--- src/common/aadm_defines.svh ---
// Register indexes, field positions and reset values of the alarm and mute supervisor
`ifndef AADM_DEFINES_SVH
`define AADM_DEFINES_SVH

// Register indexes; byte address is four times the index
`define AADM_IDX_SYNC_STATUS 16'h0410
`define AADM_IDX_ALARM_STATUS 16'h0430
`define AADM_IDX_ALARM_MASK 16'h0431
`define AADM_IDX_MUTE_MASK 16'h0432
`define AADM_IDX_DAC_MUTE_RECOVERY 16'h0433
`define AADM_IDX_LINK_CTRL 16'h0440
`define AADM_IDX_LINK_TIMEOUT 16'h0441
`define AADM_IDX_SUPV_STATE 16'h0442

`define AADM_ADDR_W 16
`define AADM_LANES 16
`define AADM_TMO_W 24

// System alarm status fields
`define AADM_ALM_LINK_DOWN 7
`define AADM_ALM_LINK_TMO 6
`define AADM_ALM_LANE_CRC 5
`define AADM_ALM_CHIP_RST 1
`define AADM_ALM_SYSREF 0
`define AADM_ALM_WMASK 8'hE3
`define AADM_ALM_RST 8'h02

// Synchronization status fields
`define AADM_SYNC_NCO 1
`define AADM_SYNC_SYSREF 0

// Mask and recovery fields
`define AADM_MMASK_CRC 5
`define AADM_MMASK_SYSREF 0
`define AADM_REC_LINK 7
`define AADM_REC_CRC 5
`define AADM_ALARM_OUTPUT_MASK_RST 8'h00
`define AADM_MUTE_MASK_RST 8'h21
`define AADM_DAC_MUTE_RECOVERY_RST 8'hA0

// Link control fields
`define AADM_CTL_ENABLE 0
`define AADM_CTL_MODE66 1
`define AADM_CTL_LANE_LSB 8
`define AADM_CTL_RST 32'h0000_0000
`define AADM_TMO_RST 24'hFF_FFFF

`endif

--- src/common/aadm_pkg.sv ---
// Types shared by the alarm and mute supervisor modules
`default_nettype none
package aadm_pkg;
    typedef struct packed {
        logic [7:0] alarm;
        logic [7:0] alarm_mask;
        logic [7:0] mute_mask;
        logic [7:0] dac_mute_recovery;
        logic [1:0] sync_flags;
        logic [31:0] link_ctrl;
        logic [23:0] timeout;
        logic link_up_prev;
        logic [31:0] rdata;
        logic alarm_out;
        logic mute_out;
    } aadm_top_state_t;

    typedef enum logic [1:0] {
        AADM_TMR_IDLE,
        AADM_TMR_COUNT,
        AADM_TMR_EXPIRED
    } aadm_tmr_mode_t;

    typedef struct packed {
        aadm_tmr_mode_t mode;
        logic [23:0] count;
        logic expired;
    } aadm_tmr_state_t;
endpackage
`default_nettype wire

--- src/common/aadm_tmr_if.sv ---
// Carrier between the supervisor and its link-down timer
`default_nettype none
interface aadm_tmr_if;
    logic run;
    logic [23:0] limit;
    logic expired;

    modport ctl (
        output run,
        output limit,
        input expired
    );

    modport tmr (
        input run,
        input limit,
        output expired
    );
endinterface
`default_nettype wire

--- src/rtl/aadm_link_timer.sv ---
// Link-down timer: pulses once when the link stays down past the limit
`default_nettype none
`include "aadm_defines.svh"
module aadm_link_timer (
    input wire logic clock,
    input wire logic sys_rst,
    aadm_tmr_if.tmr tif
);
    aadm_pkg::aadm_tmr_state_t s_q;
    aadm_pkg::aadm_tmr_state_t s_d;

    always_comb begin
        s_d = s_q;
        s_d.expired = 1'b0;
        case (s_q.mode)
            aadm_pkg::AADM_TMR_IDLE: begin
                s_d.count = '0;
                if (tif.run) begin
                    s_d.mode = aadm_pkg::AADM_TMR_COUNT;
                end
            end
            aadm_pkg::AADM_TMR_COUNT: begin
                if (!tif.run) begin
                    s_d.mode = aadm_pkg::AADM_TMR_IDLE;
                end else if (s_q.count >= tif.limit) begin
                    // Down for more than limit cycles: one event, then hold
                    s_d.expired = 1'b1;
                    s_d.mode = aadm_pkg::AADM_TMR_EXPIRED;
                end else begin
                    s_d.count = s_q.count + 24'h00_0001;
                end
            end
            aadm_pkg::AADM_TMR_EXPIRED: begin
                // One event per outage; rearm only after link up or disable
                if (!tif.run) begin
                    s_d.mode = aadm_pkg::AADM_TMR_IDLE;
                end
            end
            default: begin
                s_d.mode = aadm_pkg::AADM_TMR_IDLE;
            end
        endcase
    end

    always_ff @(posedge clock or posedge sys_rst) begin
        if (sys_rst) begin
            s_q <= '{mode: aadm_pkg::AADM_TMR_IDLE, count: 24'h00_0000, expired: 1'b0};
        end else begin
            s_q <= s_d;
        end
    end

    assign tif.expired = s_q.expired;
endmodule
`default_nettype wire

--- src/rtl/aadm_top.sv ---
// Alarm and DAC mute supervisor with APB register access
//
// The APB slave port was left to the implementer.
`default_nettype none
`include "aadm_defines.svh"
module aadm_top (
    input wire logic clock,
    input wire logic sys_rst,
    input wire logic psel,
    input wire logic penable,
    input wire logic pwrite,
    input wire logic [15:0] paddr,
    input wire logic [31:0] pwdata,
    input wire logic [3:0] pstrb,
    output logic [31:0] prdata,
    output logic pready,
    output logic pslverr,
    input wire logic nco_sync_event,
    input wire logic sysref_event,
    input wire logic sysref_misalign_div,
    input wire logic sysref_misalign_link,
    input wire logic link_up,
    input wire logic [15:0] lane_crc_fault,
    input wire logic soft_reset_event,
    output logic alarm_out,
    output logic dac_mute,
    output logic serial_link_enable
);
    ////////////////////////////////////////////////////////////////////////////
    // Address decode

    function automatic logic hit(input logic [15:0] addr, input logic [15:0] idx);
        logic [17:0] byte_addr;
        byte_addr = {idx, 2'b00};
        hit = ({2'b00, addr} == byte_addr);
    endfunction

    function automatic logic [7:0] w1c(input logic [7:0] cur, input logic [7:0] clr, input logic [7:0] set);
        // Set wins over a clear in the same cycle so no event is lost
        w1c = (cur & ~clr) | set;
    endfunction

    aadm_pkg::aadm_top_state_t s_q;
    aadm_pkg::aadm_top_state_t s_d;

    logic acc;
    logic wr;
    logic rd_setup;
    logic sel_sync;
    logic sel_alarm;
    logic sel_amask;
    logic sel_mmask;
    logic sel_rec;
    logic sel_ctrl;
    logic sel_tmo;
    logic sel_state;
    logic mapped;
    logic link_en;
    logic mode66;
    logic [15:0] lane_en;
    logic crc_now;
    logic link_fall;
    logic misalign;
    logic [7:0] alarm_set;
    logic [7:0] alarm_clr;
    logic [1:0] sync_set;
    logic [1:0] sync_clr;
    logic [7:0] alarm_gate;
    logic mute_link;
    logic mute_crc;
    logic mute_sysref;
    logic [31:0] rd_mux;

    aadm_tmr_if tif ();

    aadm_link_timer u_timer (
        .clock(clock),
        .sys_rst(sys_rst),
        .tif(tif)
    );

    ////////////////////////////////////////////////////////////////////////////
    // Bus decode

    assign sel_sync = hit(paddr, `AADM_IDX_SYNC_STATUS);
    assign sel_alarm = hit(paddr, `AADM_IDX_ALARM_STATUS);
    assign sel_amask = hit(paddr, `AADM_IDX_ALARM_MASK);
    assign sel_mmask = hit(paddr, `AADM_IDX_MUTE_MASK);
    assign sel_rec = hit(paddr, `AADM_IDX_DAC_MUTE_RECOVERY);
    assign sel_ctrl = hit(paddr, `AADM_IDX_LINK_CTRL);
    assign sel_tmo = hit(paddr, `AADM_IDX_LINK_TIMEOUT);
    assign sel_state = hit(paddr, `AADM_IDX_SUPV_STATE);
    assign mapped = sel_sync | sel_alarm | sel_amask | sel_mmask | sel_rec | sel_ctrl | sel_tmo | sel_state;

    // Zero wait states: read data is captured in the setup cycle
    assign acc = psel & penable;
    assign wr = acc & pwrite & mapped;
    assign rd_setup = psel & ~penable & ~pwrite;
    assign pready = acc;
    assign pslverr = acc & ~mapped;
    assign prdata = s_q.rdata;

    ////////////////////////////////////////////////////////////////////////////
    // Link-side events

    assign link_en = s_q.link_ctrl[`AADM_CTL_ENABLE];
    assign mode66 = s_q.link_ctrl[`AADM_CTL_MODE66];
    assign lane_en = s_q.link_ctrl[`AADM_CTL_LANE_LSB +: `AADM_LANES];
    assign serial_link_enable = link_en;

    assign link_fall = s_q.link_up_prev & ~link_up & link_en;
    assign crc_now = mode66 & (|(lane_crc_fault & lane_en));
    // Link-side misalignment is only trusted while the link is enabled
    assign misalign = sysref_misalign_div | (sysref_misalign_link & link_en);

    assign tif.run = link_en & ~link_up;
    assign tif.limit = s_q.timeout;

    always_comb begin
        alarm_set = 8'h00;
        alarm_set[`AADM_ALM_LINK_DOWN] = link_fall;
        alarm_set[`AADM_ALM_LINK_TMO] = tif.expired;
        alarm_set[`AADM_ALM_LANE_CRC] = crc_now;
        alarm_set[`AADM_ALM_CHIP_RST] = soft_reset_event;
        alarm_set[`AADM_ALM_SYSREF] = misalign;
    end

    always_comb begin
        sync_set = 2'b00;
        sync_set[`AADM_SYNC_NCO] = nco_sync_event;
        sync_set[`AADM_SYNC_SYSREF] = sysref_event;
    end

    // Only implemented alarm bits clear; reserved bits stay zero
    assign alarm_clr = (wr & sel_alarm & pstrb[0]) ? (pwdata[7:0] & `AADM_ALM_WMASK) : 8'h00;
    assign sync_clr = (wr & sel_sync & pstrb[0]) ? pwdata[1:0] : 2'b00;

    ////////////////////////////////////////////////////////////////////////////
    // Alarm output and mute

    // Bits without a mask bit (chip reset) always reach the output
    always_comb begin
        alarm_gate = 8'hFF;
        alarm_gate[`AADM_ALM_LINK_DOWN] = ~s_q.alarm_mask[`AADM_ALM_LINK_DOWN];
        alarm_gate[`AADM_ALM_LINK_TMO] = ~s_q.alarm_mask[`AADM_ALM_LINK_TMO];
        alarm_gate[`AADM_ALM_LANE_CRC] = ~s_q.alarm_mask[`AADM_ALM_LANE_CRC];
        alarm_gate[`AADM_ALM_SYSREF] = ~s_q.alarm_mask[`AADM_ALM_SYSREF];
    end

    // Auto recovery unmutes on link up but leaves the alarm bit set
    assign mute_link = s_q.alarm[`AADM_ALM_LINK_DOWN]
        & ~(s_q.dac_mute_recovery[`AADM_REC_LINK] & link_up);

    assign mute_crc = ~s_q.mute_mask[`AADM_MMASK_CRC] & s_q.alarm[`AADM_ALM_LANE_CRC]
        & ~(s_q.dac_mute_recovery[`AADM_REC_CRC] & ~crc_now);

    assign mute_sysref = ~s_q.mute_mask[`AADM_MMASK_SYSREF] & s_q.alarm[`AADM_ALM_SYSREF];

    ////////////////////////////////////////////////////////////////////////////
    // Read mux

    always_comb begin
        rd_mux = 32'h0000_0000;
        if (sel_sync) begin
            rd_mux[1:0] = s_q.sync_flags;
        end else if (sel_alarm) begin
            rd_mux[7:0] = s_q.alarm;
        end else if (sel_amask) begin
            rd_mux[7:0] = s_q.alarm_mask;
        end else if (sel_mmask) begin
            rd_mux[7:0] = s_q.mute_mask;
        end else if (sel_rec) begin
            rd_mux[7:0] = s_q.dac_mute_recovery;
        end else if (sel_ctrl) begin
            rd_mux = s_q.link_ctrl;
        end else if (sel_tmo) begin
            rd_mux[23:0] = s_q.timeout;
        end else if (sel_state) begin
            rd_mux[0] = s_q.alarm_out;
            rd_mux[1] = s_q.mute_out;
            rd_mux[2] = link_up;
            rd_mux[3] = mute_link;
            rd_mux[4] = mute_crc;
            rd_mux[5] = mute_sysref;
        end
    end

    ////////////////////////////////////////////////////////////////////////////
    // Next state

    always_comb begin
        s_d = s_q;
        s_d.link_up_prev = link_up;
        s_d.alarm = w1c(s_q.alarm, alarm_clr, alarm_set);
        s_d.sync_flags = (s_q.sync_flags & ~sync_clr) | sync_set;
        if (wr & sel_amask & pstrb[0]) begin
            s_d.alarm_mask = pwdata[7:0];
        end
        if (wr & sel_mmask & pstrb[0]) begin
            s_d.mute_mask = pwdata[7:0];
        end
        if (wr & sel_rec & pstrb[0]) begin
            s_d.dac_mute_recovery = pwdata[7:0];
        end
        if (wr & sel_ctrl) begin
            for (int i = 0; i < 4; i++) begin
                if (pstrb[i]) begin
                    s_d.link_ctrl[8*i +: 8] = pwdata[8*i +: 8];
                end
            end
        end
        if (wr & sel_tmo) begin
            for (int i = 0; i < 3; i++) begin
                if (pstrb[i]) begin
                    s_d.timeout[8*i +: 8] = pwdata[8*i +: 8];
                end
            end
        end
        if (rd_setup) begin
            s_d.rdata = rd_mux;
        end
        s_d.alarm_out = |(s_q.alarm & alarm_gate);
        s_d.mute_out = mute_link | mute_crc | mute_sysref;
    end

    ////////////////////////////////////////////////////////////////////////////
    // State register

    always_ff @(posedge clock or posedge sys_rst) begin
        if (sys_rst) begin
            // Leaving reset shows the chip reset alarm already set
            s_q <= '{
                alarm: `AADM_ALM_RST,
                alarm_mask: `AADM_ALARM_OUTPUT_MASK_RST,
                mute_mask: `AADM_MUTE_MASK_RST,
                dac_mute_recovery: `AADM_DAC_MUTE_RECOVERY_RST,
                sync_flags: 2'h0,
                link_ctrl: `AADM_CTL_RST,
                timeout: `AADM_TMO_RST,
                link_up_prev: 1'b0,
                rdata: 32'h0000_0000,
                alarm_out: 1'b0,
                mute_out: 1'b0
            };
        end else begin
            s_q <= s_d;
        end
    end

    assign alarm_out = s_q.alarm_out;
    assign dac_mute = s_q.mute_out;
endmodule
`default_nettype wire

--- config.mk ---
export PLATFORM = sky130hd
export DESIGN_NAME = aadm_top
export DESIGN_NICKNAME = d
export VERILOG_FILES = /design/src/common/aadm_pkg.sv /design/src/common/aadm_tmr_if.sv /design/src/rtl/aadm_link_timer.sv /design/src/rtl/aadm_top.sv
export VERILOG_INCLUDE_DIRS = /design/src /design/src/common
export SDC_FILE = /design/constraint.sdc
export NUM_CORES = 1
export LEC_CHECK = 0
export BUFFER_PORTS_ARGS = -buffer_cell sky130_fd_sc_hd__buf_4
export CAP_MARGIN = 5
export CORE_MARGIN = 2
export CORE_UTILIZATION = 34
export CTS_CLUSTER_SIZE = 20
export DETAILED_ROUTE_END_ITERATION = 12
export PLACE_DENSITY_LB_ADDON = 0.08
export SLEW_MARGIN = 15
export SYNTH_ARGS = -nofsm -noshare
export SYNTH_HDL_FRONTEND = slang
export SYNTH_SLANG_ARGS = --single-unit
--- constraint.sdc ---
create_clock -name clock -period 7.76 [get_ports clock]
set_input_delay 0.388 -clock clock [delete_from_list [all_inputs] [get_ports clock]]
set_output_delay 0.388 -clock clock [all_outputs]
set_load 0.02 [all_outputs]
# Yosys cells after proc, flatten, opt, wreduce, memory -nomap -nowiden
# Index checks and enable logic that the tools add are counted.
# word_totals
in_bits	79
register_bits	152
wordCells	136
output_inout_bits	37
# classes
reduce_logical	13
n_lt_le_gt_ge	1
n_addsub	1
bitwise_logic	60
muxes	27
eq_ne	15
# ops
operator	n
$mux W24	6
$eq A16 B13 Y1 const B	8
$mux W8	6
$pmux W24 S2	1
$mux W30	1
$and A1 B1 Y1	29
$mux W25	1
$add A24 B1 Y24 const B	1
$ge A24 B24 Y1	1
$mux W18	1
$and A16 B16 Y16	1
$and A8 B8 Y8	2
$reduce_or A16 Y1	1
$reduce_and A2 Y1	7
$not A1 Y1	13
$mux W2	6
$mux W6	2
$or A1 B1 Y1	10
$not A8 Y8	1
$or A8 B8 Y8	1
$reduce_or A8 Y1	1
$pmux W2 S3	1
$reduce_and A3 Y1	2
$ne A2 B1 Y1 const B	2
other kinds (10)	12

# Logic depth before layout (Yosys ltp)
# depth
depth_word	15
depth_mapped	10
mapped_depth_nobuf	9

# Modules after synthesis
# Synthesis repeated with hierarchy kept, for this count alone.
# unflattened
hier_cells	743
hier_area_um2	7931.4
# by_module_without_submodules
module	area_per_inst_um2	seq_area_each_um2	n_inst	cells_per_inst
aadm_top	5916.9	3089.2	1	502
aadm_link_timer	2014.4	675.6	1	241

# Least setup slack after synthesis
# Ideal clock, no wire load.
# synth_path
path_kind	reg-to-reg
from	reg s_q, in the netlist tif.limit[7]
to	reg u_timer.s_q[15] (netlist name)
setup_ns	0.078
t_required_ns	7.682
arrival_time_ns	2.364
slack_ns	5.318
path_stages_with_launch	9
n_path_buf	0
synth_period_minus_slack_ns	2.442
path_cell_list	dfstp_2 -> inv_1 -> ha_1 -> a21o_1 -> a2111oi_4 -> o21ai_2 -> and2_4 -> or4_1 -> a21oi_1
# synth_via
elab_chain_len	3
# synth_rtl
item	line	text
start: declaration	aadm_top.sv:43	aadm_pkg::aadm_top_state_t s_q;
start signal: assignment	aadm_top.sv:232	s_q <= '{
$ge A24 B24 Y1	aadm_link_timer.sv:25	end else if (s_q.count >= tif.limit) begin
$ne A2 B2 Y1 (no line)	--	
$reduce_and A3 Y1 (no line)	--	
end signal: assignment	aadm_link_timer.sv:47	s_q <= '{mode: aadm_pkg::AADM_TMR_IDLE, count: 24'h00_0000, expired: 1'b0};
end: declaration	aadm_link_timer.sv:9	aadm_pkg::aadm_tmr_state_t s_q;
# Every way passes these cells.
# A chain may end at the register's enable or synchronous reset.

# Worst setup path after layout
# layout_path
from	reg s_q, in the netlist tif.limit[13]
to	reg u_timer.s_q[15] (netlist name)
# The elaborated chain is that of the path after synthesis.

==> run_summary.xml <==
<?xml version="1.0" encoding="UTF-8"?>
<metrics>
  <group name="setup_path">
    <metric name="cp.required" unit="ns">8.12</metric>
    <metric name="timing.critical_path.cells" unit="">inv_1 &gt; ha_1 &gt; a211oi_1 &gt; o21ai_1 &gt; a211oi_2 &gt; o21ai_2 &gt; and2_4 &gt; or4_1 &gt; a21oi_1</metric>
    <metric name="regToRegSetupSlack" unit="ns">4.87</metric>
    <metric name="worst_reg2reg_path_length_in_cells" unit="">9</metric>
    <metric name="setup.worst_path.end_class" unit="">flip-flop</metric>
    <metric name="worst_r2r_startpoint" unit="">tif.limit[13]$_DFFE_PP1P_</metric>
    <metric name="critical_path.max_stage_delay" unit="ns">0.54</metric>
    <metric name="path_buf_inv" unit="">1</metric>
    <metric name="rr_endpoint" unit="">u_timer.s_q[15]$_DFFE_PP0P_</metric>
    <metric name="critical_path_arrival" unit="ns">3.25</metric>
    <metric name="timing.critical_path.max_delay_family" unit="">compound AO/OA/AOI/OAI gates</metric>
    <metric name="cp-start-kind" unit="">flip-flop</metric>
    <metric name="critical_path.max_fanout" unit="">18</metric>
    <metric name="setup.worst_path.class" unit="">reg2reg</metric>
    <metric name="timing.critical_path.slowest_stage_cell" unit="">dfstp_2</metric>
  </group>
  <group name="yosys">
    <metric name="post-synth-top-area-cell" unit="">dfrtp_1</metric>
    <metric name="synth_most_common_cell" unit="">dfrtp_1</metric>
    <metric name="post_synth_top_cells" unit="">120 x dfrtp_1, 113 x nand2_1, 50 x mux2_2, 49 x o21ai_0, 43 x nor2_1</metric>
    <metric name="synthesis.instances" unit="">759</metric>
    <metric name="synth.avg_cell_area" unit="um^2">10.15</metric>
    <metric name="synth_area" unit="um^2">7706</metric>
    <metric name="synth_fp_nets" unit="">863</metric>
    <metric name="synth_enable_flop_cells" unit="">0</metric>
    <metric name="synth_flop_cell" unit="">dfrtp_1</metric>
    <metric name="synth_seq_cells" unit="">149</metric>
    <metric name="yosys.area.top_type_share" unit="%">38.97</metric>
    <metric name="most_area_consuming_cells_after_synthesis" unit="">dfrtp_1 39%, dfstp_2 9.9%, mux2_2 7.3%, nand2_1 5.5%, ha_1 4.1%</metric>
    <metric name="synthArstFlopShare" unit="%">100.0</metric>
    <metric name="seq_area_frac_synth" unit="%">48.86</metric>
    <metric name="synth_warnings" unit="">0</metric>
    <metric name="yosysUniqueCellTypes" unit="">69</metric>
  </group>
  <group name="floorplanning">
    <metric name="core_region_area" unit="um^2">22430</metric>
    <metric name="placement_rows" unit="">55</metric>
    <metric name="boundaryPins" unit="">116</metric>
    <metric name="initial_core_util" unit="%">34.35</metric>
    <metric name="fp.dieW" unit="um">154.6</metric>
    <metric name="floorplan.die_area" unit="um^2">23890</metric>
    <metric name="die-height" unit="um">154.6</metric>
  </group>
  <group name="pwr">
    <metric name="power.share.switching" unit="%">24.78</metric>
    <metric name="p_leak" unit="uW">0.004316</metric>
    <metric name="combinationalPowerShare" unit="%">5.2</metric>
    <metric name="power.net_switching" unit="uW">420.6</metric>
    <metric name="power_per_cell_area" unit="nW/um^2">184.5</metric>
    <metric name="internal_power" unit="uW">1277</metric>
    <metric name="ir_drop" unit="uV">128.4</metric>
    <metric name="pwr-share-clk" unit="%">48.7</metric>
    <metric name="power_frac_seq" unit="%">46.1</metric>
    <metric name="post-layout-total-power" unit="uW">1697</metric>
  </group>
  <group name="timing">
    <metric name="grt_setup_unrepaired" unit="">no</metric>
    <metric name="max_clock_freq" unit="MHz">346.4</metric>
    <metric name="final.period_utilization" unit="%">37.21</metric>
    <metric name="max_slew.worst_pin.slew" unit="ns">0.9530</metric>
    <metric name="final-setup-viol-count" unit="">0</metric>
    <metric name="final-hold-violation-count" unit="">0</metric>
    <metric name="fin_skew" unit="ns">0.01403</metric>
    <metric name="final_layout_setup_total_negative_slack" unit="ns">0</metric>
    <metric name="timing_max_transition_violations_final" unit="">0</metric>
    <metric name="relative_slew_slack" unit="%">36.23</metric>
    <metric name="timing.final.crit_period" unit="ns">2.887</metric>
  </group>
  <group name="drt">
    <metric name="route.detailed.drc" unit="">0</metric>
    <metric name="routed_via_density" unit="">5.236</metric>
    <metric name="first_iter_violations" unit="">364</metric>
    <metric name="vias" unit="">5964</metric>
    <metric name="routedWlPerCell" unit="um">18.79</metric>
    <metric name="dr.pass1.iters" unit="">5</metric>
    <metric name="drtAntennaViolNets" unit="">0</metric>
    <metric name="drt-total-wl" unit="um">21410</metric>
  </group>
  <group name="clocking">
    <metric name="cts.clk_slew.worst_paths" unit="ns">0.07</metric>
    <metric name="number_of_clock_buffers_inserted_by_tritoncts" unit="">17</metric>
    <metric name="postCtsSetupRepairBufs" unit="">0</metric>
    <metric name="cts_max_path_buffers" unit="">2</metric>
    <metric name="hold_buffers" unit="">0</metric>
    <metric name="deepest_level_of_the_cts_h_tree" unit="">4</metric>
    <metric name="clk-insertion-delay-late" unit="ns">0.43</metric>
    <metric name="cts_tree" unit="">done</metric>
    <metric name="tritoncts_num_sinks" unit="">149</metric>
    <metric name="clockRootBuffer" unit="">clkbuf_16</metric>
    <metric name="postCtsResizedCells" unit="">0</metric>
  </group>
  <group name="cells_and_area">
    <metric name="fillerInstances" unit="">2223</metric>
    <metric name="layout-drive-gt1-share" unit="%">29.63</metric>
    <metric name="antennaDiodeCount" unit="">0</metric>
    <metric name="multiInputGateArea" unit="um^2">3463</metric>
    <metric name="seq_area" unit="um^2">3765</metric>
    <metric name="flow.area_growth_from_synthesis" unit="%">19.39</metric>
    <metric name="final_net_count" unit="">945</metric>
  </group>
  <group name="global_route">
    <metric name="gr-usage-all-layers" unit="%">18.62</metric>
    <metric name="first_global_vias" unit="">6055</metric>
    <metric name="grt_max_degree" unit="">93</metric>
    <metric name="grt_overflow_total" unit="">0</metric>
    <metric name="grt_pass1_wl" unit="um">34470</metric>
    <metric name="grt_antenna_before_repair" unit="">0</metric>
  </group>
  <group name="place">
    <metric name="port_buffers" unit="">115</metric>
    <metric name="gp_routability_congestion" unit="">0.8588</metric>
    <metric name="sum_of_net_half_perimeters_after_detailed_placement" unit="um">15930</metric>
  </group>
  <group name="run">
    <metric name="drv.max_cap_violation_count" unit="">0</metric>
  </group>
  <group name="status">
    <metric name="run_status" unit="">completed</metric>
  </group>
  <group name="min_path">
    <metric name="hold_class" unit="">in2async</metric>
  </group>
</metrics>
[sequential cells by signal, indices dropped and copies added, names as in the netlist]
signal	cells
dac_mute	1
s_q	46
u_timer.s_q	26
u_timer.tif.expired	1
serial_link_enable	1
prdata	32
lane_en	16
mode66	1
tif.limit	24
alarm_out	1
[through the flow]
stage / util, % / cells / hold WS, ns / instance area (um^2) / setup slack [ns]
5_1_grt: 41.01 / 1139 / 0.1040 / 9200 / 4.690
3_3_place_gp: 38.40 / 1107 / 0.4522 / 8616 / 4.705
6_report: 41.01 / 1139 / 0.1048 / 9200 / 4.873
4_1_cts: 41.00 / 1139 / 0.1074 / 9198 / 4.849
2_1_floorplan: - / 759 / 0.4044 / 7706 / 3.412
3_5_place_dp: 38.40 / 1107 / 0.4525 / 8616 / 4.592
[logic make-up after synthesis]
| group | after synthesis | share of synthesized area [%] |
|---|---|---|
| and+or+nand+nor | 244 | 15.07 |
| AOI/OAI and AO/OA | 176 | 15.68 |
| DFF | 149 | 48.86 |
| buffers and inverters | 92 | 6.235 |
| muxes | 58 | 8.394 |
| adders and majority gates | 25 | 4.059 |
| xor gates and xnor gates | 15 | 1.705 |
[power groups by stage]
stage | Clock [uW] | Sequential [uW] | Combinational (uW)
detailed placement | 0 | 796 | 89.2
global route | 886 | 782 | 96.6
global placement | 0 | 796 | 88.4
finish | 827 | 782 | 87.9
floorplan | 0 | 795 | 35.7
CTS | 852 | 782 | 89.2
[per-layer routing]
metal | GRT usage, % | up-vias | part of all wire, %
li1 | - | 2845 | -
met1 | 26.23 | 2940 | 48
met2 | 29.49 | 166 | 46
met3 | 4.091 | 13 | 5.0
met4 | 4.145 | 0 | 0.77
met5 | 0 | - | 0
[layout by cell type (no fill, tap or decap), drive strengths merged, types with 19 or more instances in the layout]
cell and count:
nor2 48, a21oi 28, dfstp 29, inv 42, ha 25, dfrtp 120, buf 119, nand2 113
o21ai 53, a22oi 24, clkbuf 19, mux2 53, nand3 22
[how the worst max path moves through the flow]
stage                                          from                     endpoint  cells past startpoint
final                     tif.limit[13]$_DFFE_PP1P_  u_timer.s_q[15]$_DFFE_PP0P_                      9
after global routing      tif.limit[13]$_DFFE_PP1P_  u_timer.s_q[15]$_DFFE_PP0P_                      9
after CTS                 tif.limit[13]$_DFFE_PP1P_  u_timer.s_q[15]$_DFFE_PP0P_                      9
after detailed placement                   paddr[1]       prdata[12]$_DFFE_PP0P_                      7
after global placement                     paddr[1]       prdata[15]$_DFFE_PP0P_                      7
after floorplan                             sys_rst          alarm_out$_DFF_PP0_                      1
[cell type report]
| cell class | instances | area share, % |
|---|---|---|
| clock buffer | 19 | 4.814 |
| clock inverter | 13 | 1.510 |
| inverter | 36 | 1.523 |
| multi-input combinational | 518 | 37.64 |
| sequential | 149 | 40.92 |
| tap | 285 | 3.876 |
| timing repair buffer | 119 | 9.710 |
Note: power is estimated with default switching activity, not from simulation.
